### src/hw/sltx_pkg.sv
// package for the serial lane transmitter: widths, reset values and types
// assumes a single reference clock samples every link-side signal
`default_nettype none

package sltx_pkg;

	// word and counter geometry
	localparam int unsigned SLTX_WORD_W = 8;
	localparam int unsigned SLTX_CNT_W  = 4;
	localparam logic [SLTX_CNT_W-1:0] SLTX_BITS = 4'h8;
	localparam logic [SLTX_CNT_W-1:0] SLTX_CNT_ONE = 4'h1;
	localparam logic [SLTX_CNT_W-1:0] SLTX_CNT_RST = 4'h0;
	localparam logic [SLTX_WORD_W-1:0] SLTX_WORD_RST = 8'h00;

	// async inputs grouped for synchronisation: 10 control bits plus the word
	localparam int unsigned SLTX_SYNC_W = 10 + SLTX_WORD_W;
	localparam logic [SLTX_SYNC_W-1:0] SLTX_SYNC_RST = 18'h00000;

	// one pad seen from the block: level driven and its enable
	typedef struct packed
	{
		logic out;
		logic oe;
	} sltx_pad_t;

	localparam sltx_pad_t SLTX_PAD_RST = '{out: 1'b0, oe: 1'b0};

	// serializer states
	typedef enum logic [0:0]
	{
		SLTX_IDLE,
		SLTX_SHIFT
	} sltx_state_t;

endpackage

`default_nettype wire

### src/hw/sltx_lane.sv
// serial lane transmitter: parallel word in, serial bits onto the P/N pad pair
// assumes parallel_clk and serial_clk are slow compared to ref_clk (several samples per half period)
`timescale 1ns/10ps
`default_nettype none

// Operation
// - Core presents an 8-bit word per parallel clock; lane serializes it on serial clock.
// - High-speed data drives the pads only while the high-speed enable is high.
// - Serializer reset, sampled on the parallel clock, returns the serializer to idle.
// - P pad outputs core low-power level, driven only while its enable is high.
// - N pad outputs its own low-power level under its own enable, independent of P.
// - Reversible lane returns each pad's received low-power level to the core.
module sltx_lane
	import sltx_pkg::*;
#(
	parameter bit REVERSIBLE = 1'b1
)
(
	// clock, reset, enable
	input  wire logic                   ref_clk,
	input  wire logic                   rst_b,
	input  wire logic                   ce,
	// link clocks from the pll
	input  wire logic                   parallel_clk,
	input  wire logic                   serial_clk,
	// high-speed core side
	input  wire logic [SLTX_WORD_W-1:0] highspeed_tx_word,
	input  wire logic                   highspeed_drive_en,
	input  wire logic                   serializer_rst,
	// low-power core side
	input  wire logic                   lowpower_pos_out,
	input  wire logic                   lowpower_pos_drive_en,
	input  wire logic                   lowpower_neg_out,
	input  wire logic                   lowpower_neg_drive_en,
	output logic                        lowpower_pos_in,
	output logic                        lowpower_neg_in,
	// pads
	output sltx_pad_t                   pad_p,
	output sltx_pad_t                   pad_n,
	input  wire logic                   pad_p_in,
	input  wire logic                   pad_n_in
);

	////////////////////////////////////////////////////////////////////////
	// synchronisers: every input here is foreign to ref_clk
	logic [SLTX_SYNC_W-1:0] sync1_d, sync1_q, sync2_d, sync2_q;
	logic                   par_prev_d, par_prev_q, ser_prev_d, ser_prev_q;

	// stage one is read by stage two only
	always_comb
	begin
		sync1_d = {parallel_clk, serial_clk, highspeed_drive_en, serializer_rst,
			lowpower_pos_out, lowpower_pos_drive_en, lowpower_neg_out,
			lowpower_neg_drive_en, pad_p_in, pad_n_in, highspeed_tx_word};
		sync2_d = sync1_q;
		par_prev_d = sync2_q[SLTX_SYNC_W-1];
		ser_prev_d = sync2_q[SLTX_SYNC_W-2];
	end

	always_ff @(posedge ref_clk)
	begin
		if (!rst_b)
		begin
			sync1_q    <= SLTX_SYNC_RST;
			sync2_q    <= SLTX_SYNC_RST;
			par_prev_q <= 1'b0;
			ser_prev_q <= 1'b0;
		end
		else if (ce)
		begin
			sync1_q    <= sync1_d;
			sync2_q    <= sync2_d;
			par_prev_q <= par_prev_d;
			ser_prev_q <= ser_prev_d;
		end
	end

	// named views of the settled samples
	logic                   par_s, ser_s, hs_en_s, srst_s;
	logic                   lpo_p_s, lpe_p_s, lpo_n_s, lpe_n_s, pin_p_s, pin_n_s;
	logic [SLTX_WORD_W-1:0] word_s;
	logic                   par_rise, ser_rise;

	assign {par_s, ser_s, hs_en_s, srst_s, lpo_p_s, lpe_p_s, lpo_n_s, lpe_n_s,
		pin_p_s, pin_n_s, word_s} = sync2_q;
	assign par_rise = par_s & ~par_prev_q;
	assign ser_rise = ser_s & ~ser_prev_q;

	////////////////////////////////////////////////////////////////////////
	// serializer
	sltx_state_t            state_d, state_q;
	logic [SLTX_WORD_W-1:0] shift_d, shift_q;
	logic [SLTX_CNT_W-1:0]  cnt_d, cnt_q;
	logic                   bit_d, bit_q;

	// a parallel edge wins over a coincident serial edge: it emits bit 0 itself
	always_comb
	begin
		state_d = state_q;
		shift_d = shift_q;
		cnt_d   = cnt_q;
		bit_d   = bit_q;
		if (par_rise && srst_s)
		begin
			state_d = SLTX_IDLE;
			shift_d = SLTX_WORD_RST;
			cnt_d   = SLTX_CNT_RST;
			bit_d   = 1'b0;
		end
		else if (par_rise)
		begin
			state_d = SLTX_SHIFT;
			bit_d   = word_s[0];
			shift_d = {1'b0, word_s[SLTX_WORD_W-1:1]};
			cnt_d   = SLTX_CNT_ONE;
		end
		else
		begin
			case (state_q)
				SLTX_SHIFT:
				begin
					if (ser_rise && cnt_q < SLTX_BITS)
					begin
						bit_d   = shift_q[0];
						shift_d = {1'b0, shift_q[SLTX_WORD_W-1:1]};
						cnt_d   = cnt_q + SLTX_CNT_ONE;
					end
				end
				SLTX_IDLE:
				begin
					bit_d = 1'b0;
				end
				default:
				begin
					state_d = SLTX_IDLE;
				end
			endcase
		end
	end

	always_ff @(posedge ref_clk)
	begin
		if (!rst_b)
		begin
			state_q <= SLTX_IDLE;
			shift_q <= SLTX_WORD_RST;
			cnt_q   <= SLTX_CNT_RST;
			bit_q   <= 1'b0;
		end
		else if (ce)
		begin
			state_q <= state_d;
			shift_q <= shift_d;
			cnt_q   <= cnt_d;
			bit_q   <= bit_d;
		end
	end

	////////////////////////////////////////////////////////////////////////
	// pad drive and low-power readback
	sltx_pad_t pad_p_d, pad_p_q, pad_n_d, pad_n_q;
	logic      lp_in_p_d, lp_in_p_q, lp_in_n_d, lp_in_n_q;

	// high-speed drive overrides low-power drive; an idle serializer sends nothing
	always_comb
	begin
		if (hs_en_s && state_q == SLTX_SHIFT)
		begin
			pad_p_d = '{out: bit_q, oe: 1'b1};
			pad_n_d = '{out: ~bit_q, oe: 1'b1};
		end
		else
		begin
			pad_p_d = '{out: lpo_p_s, oe: lpe_p_s};
			pad_n_d = '{out: lpo_n_s, oe: lpe_n_s};
		end
		lp_in_p_d = REVERSIBLE & pin_p_s;
		lp_in_n_d = REVERSIBLE & pin_n_s;
	end

	always_ff @(posedge ref_clk)
	begin
		if (!rst_b)
		begin
			pad_p_q   <= SLTX_PAD_RST;
			pad_n_q   <= SLTX_PAD_RST;
			lp_in_p_q <= 1'b0;
			lp_in_n_q <= 1'b0;
		end
		else if (ce)
		begin
			pad_p_q   <= pad_p_d;
			pad_n_q   <= pad_n_d;
			lp_in_p_q <= lp_in_p_d;
			lp_in_n_q <= lp_in_n_d;
		end
	end

	assign pad_p           = pad_p_q;
	assign pad_n           = pad_n_q;
	assign lowpower_pos_in = lp_in_p_q;
	assign lowpower_neg_in = lp_in_n_q;
endmodule

`default_nettype wire

### config.mk
export PLATFORM = sky130hd
export DESIGN_NAME = sltx_lane
export DESIGN_NICKNAME = d
export VERILOG_FILES = /design/src/hw/sltx_pkg.sv /design/src/hw/sltx_lane.sv
export SDC_FILE = /design/constraint.sdc
export NUM_CORES = 1
export LEC_CHECK = 0
export BUFFER_PORTS_ARGS = -buffer_cell sky130_fd_sc_hd__buf_2
export CAP_MARGIN = 5
export CORE_MARGIN = 5
export CORE_UTILIZATION = 40
export CTS_CLUSTER_SIZE = 10
export DETAILED_ROUTE_END_ITERATION = 6
export GPL_TIMING_DRIVEN = 0
export PLACE_DENSITY = 0.6
export SYNTH_ARGS = -nofsm -noshare
export SYNTH_HDL_FRONTEND = slang
export SYNTH_SLANG_ARGS = --single-unit
### constraint.sdc
create_clock -name ref_clk -period 1.69 [get_ports ref_clk]
set_clock_uncertainty 0.2 [all_clocks]
set_input_delay 0.0845 -clock ref_clk [delete_from_list [all_inputs] [get_ports ref_clk]]
set_output_delay 0.0845 -clock ref_clk [all_outputs]
set_load 0.02 [all_outputs]
==> impl_metrics.ini <==
[outcome]
status = finished, final reports clean

[final_layout]
antennaDiodeCount = 0
syn2layout_area_growth_pct = 29.1
stdcell_count = 367
drive_gt1_share_pct = 24.1
layout.nets = 312
final_area_um2 = 2960

[sta]
setup_ws_ns = 0.0619
rsz0062_at_grt = false
hold_viol_final = 0
max_freq_mhz = 614
period_share_pct = 96.3
setup_viol = 0
worst_pin_slew_ns = 0.541
min_period_ns = 1.63
slew_headroom_pct = 63.9
drv_slew = 0

[floorplan]
core-area_um2 = 5540
die-area_um2 = 7340
ioPinCount = 27
initial_core_util_pct = 41.3
die_x_um = 85.7
die_y_um = 85.7
num_rows = 27

[place]
dp_hpwl_um = 3140
post_dp_cell_area_um2 = 2500
dp_cells = 327
portBuffers = 25
gp_congestion = 0.712
post-place-ws_ns = -0.0951

[route]
ant_nets = 0
route.detailed.drc = 0
firstDrtPassIters = 4
wl_per_cell_um = 12.9
drt-initial-drc-count = 94
via_count = 1783
via_per_inst = 4.86
wl_um = 4740

[global_route]
grt_start_max_net_pins = 11
grt_pass1_vias = 1711
grt_antenna_before_repair = 0
grt_pass1_wl_um = 8070
grt.total_usage_pct = 13.9
gr-total-overflow = 0

[clock_network]
cts_buffer_depth = 2
cts_made_buffers = 9
clock_sinks = 57
cts_tree = built
htree_levels = 3
worstSkewPairLatency_ns = 0.33
clkTransAtPathRegs_ns = 0.06
clock_tree.root_cell = clkbuf_8

[power]
power_leakage_nw = 1.24
power_mw = 2.93
power_density_nw_per_um2 = 990
ir_worst_vdd_uv = 624

[worst_setup_path]
cp.arrival_ns = 1.63
crit_fanout = 10
worstSetupPathType = reg2reg
crit_path_end_kind = flip-flop
critPathRequiredTime_ns = 1.69
start_kind = flip-flop

[logic_synthesis]
yosys-top-cells-count = 57 x dfxtp_1, 40 x mux2i_1, 39 x nor2_1
synth_edf_count = 0
synth_seq_cells = 57
synth_area_leader_cell = dfxtp_1
post-synth-top-count-cell = dfxtp_1
avgSynthCellArea_um2 = 9.96
post-synth-top-area-fraction_pct = 49.8
yosysUniqueCellTypes = 34
async_flop_share_pct = 0
synth_cells = 230
syn_nets = 252
synth_warnings = 0
synth_seq_area_share_pct = 49.8
yosys-top-cells-area = dfxtp_1 50%, mux2i_1 17%, nor2_1 6.4%, nor2b_1 3.0%, o311a_2 3.0%
synth_area_um2 = 2290
synth-main-ff-cell = dfxtp_1

[run]
maxCapViolCount = 0

[hold_path]
hp-class = in2reg
==> critical path: stages, from the launching register on <==
cell,delay [ns]
dfxtp_2,0.34
or3b_4,0.42
o21ai_4,0.16
buf_6,0.16
o311a_2,0.19
nor3_2,0.03
==> area by class of cell <==
cell class | count | area (µm²)
timing repair buffer | 50 | 373
fill | 529 | 2580
inverter | 8 | 30.0
tap | 72 | 90.1
buffer | 14 | 68.8
sequential | 57 | 1140
clock buffer | 10 | 138
clock inverter | 6 | 57.6
multi-input combinational | 150 | 1050
==> cell usage in the layout, fill, tap and decap left out, types with 4 or more instances in the layout <==
cell type	instances
nor2b_1	11
mux2i_1	40
inv_1	7
nand2_1	12
dfxtp_1	55
clkinv_2	4
clkbuf_8	10
o311a_2	6
clkbuf_1	5
nor2_1	39
nor3_2	7
a21oi_1	7
buf_2	31
dlygate4sd3_1	24
==> final timing paths <==
check                      startpoint                 endpoint  slack (ns)  cells past startpoint
max reg2reg  sync2_q[16]$_SDFFE_PN0P_  shift_q[5]$_SDFFE_PN0P_        0.06                      5
min reg2reg     cnt_q[2]$_SDFFE_PN0P_    cnt_q[2]$_SDFFE_PN0P_        0.28                      1
min                                ce  shift_q[6]$_SDFFE_PN0P_        0.07                      4
max          sync2_q[16]$_SDFFE_PN0P_  shift_q[5]$_SDFFE_PN0P_        0.06                      5
==> sequential cells by signal (all words and copies together), names as in the netlist <==
signal           cells
par_prev_q           1
sync2_q             18
pad_p                2
cnt_q                4
shift_q              7
lowpower_pos_in      1
sync1_q             18
state_q              1
lowpower_neg_in      1
pad_n                2
bit_q                1
ser_prev_q           1
==> metrics by stage <==
| stage | hold slack [ns] | TNS [ns] | utilization [%] |
|---|---|---|---|
| after floorplan | 0.0127 | 0 | - |
| after global routing | 0.0893 | 0 | 53.3 |
| after CTS | 0.0503 | 0 | 53.1 |
| after global placement | 0.122 | -0.262 | 45.2 |
| after detailed placement | 0.129 | -0.335 | 45.2 |
| final | 0.0658 | 0 | 53.3 |
==> metal layers <==
metal	routed length [µm]	vias to the layer above	part of all wire [%]	track usage [%]
li1	-	913	-	-
met3	163	5	3.4	2.98
met4	52	0	1.1	7.34
met5	0	-	0	0
met1	2350	837	50	18.1
met2	2180	28	46	21.6
==> logic make-up after synthesis <==
family	synth area share, %
DFF	49.8
buffers and inverters	4.43
and+or+nand+nor	18.2
adders and majority gates	0.546
AOI/OAI and AO/OA	9.51
muxes	17.5
==> power by group <==
group,switching [mW],internal [mW],leakage [nW]
sequential,0.0300,1.40,0.466
clock,0.524,0.709,0.102
combinational,0.129,0.136,0.677
total,0.682,2.24,1.24
==> repair_timing <==
item	4_1_cts	5_1_grt
hold buffers	24	0
setup endpoints to repair	6	9
resized for setup	0	5
pin swaps	1	0
buffers inserted	1	0
hold endpoints to repair	21	0
No activity file was read; power rests on OpenSTA's default activity.
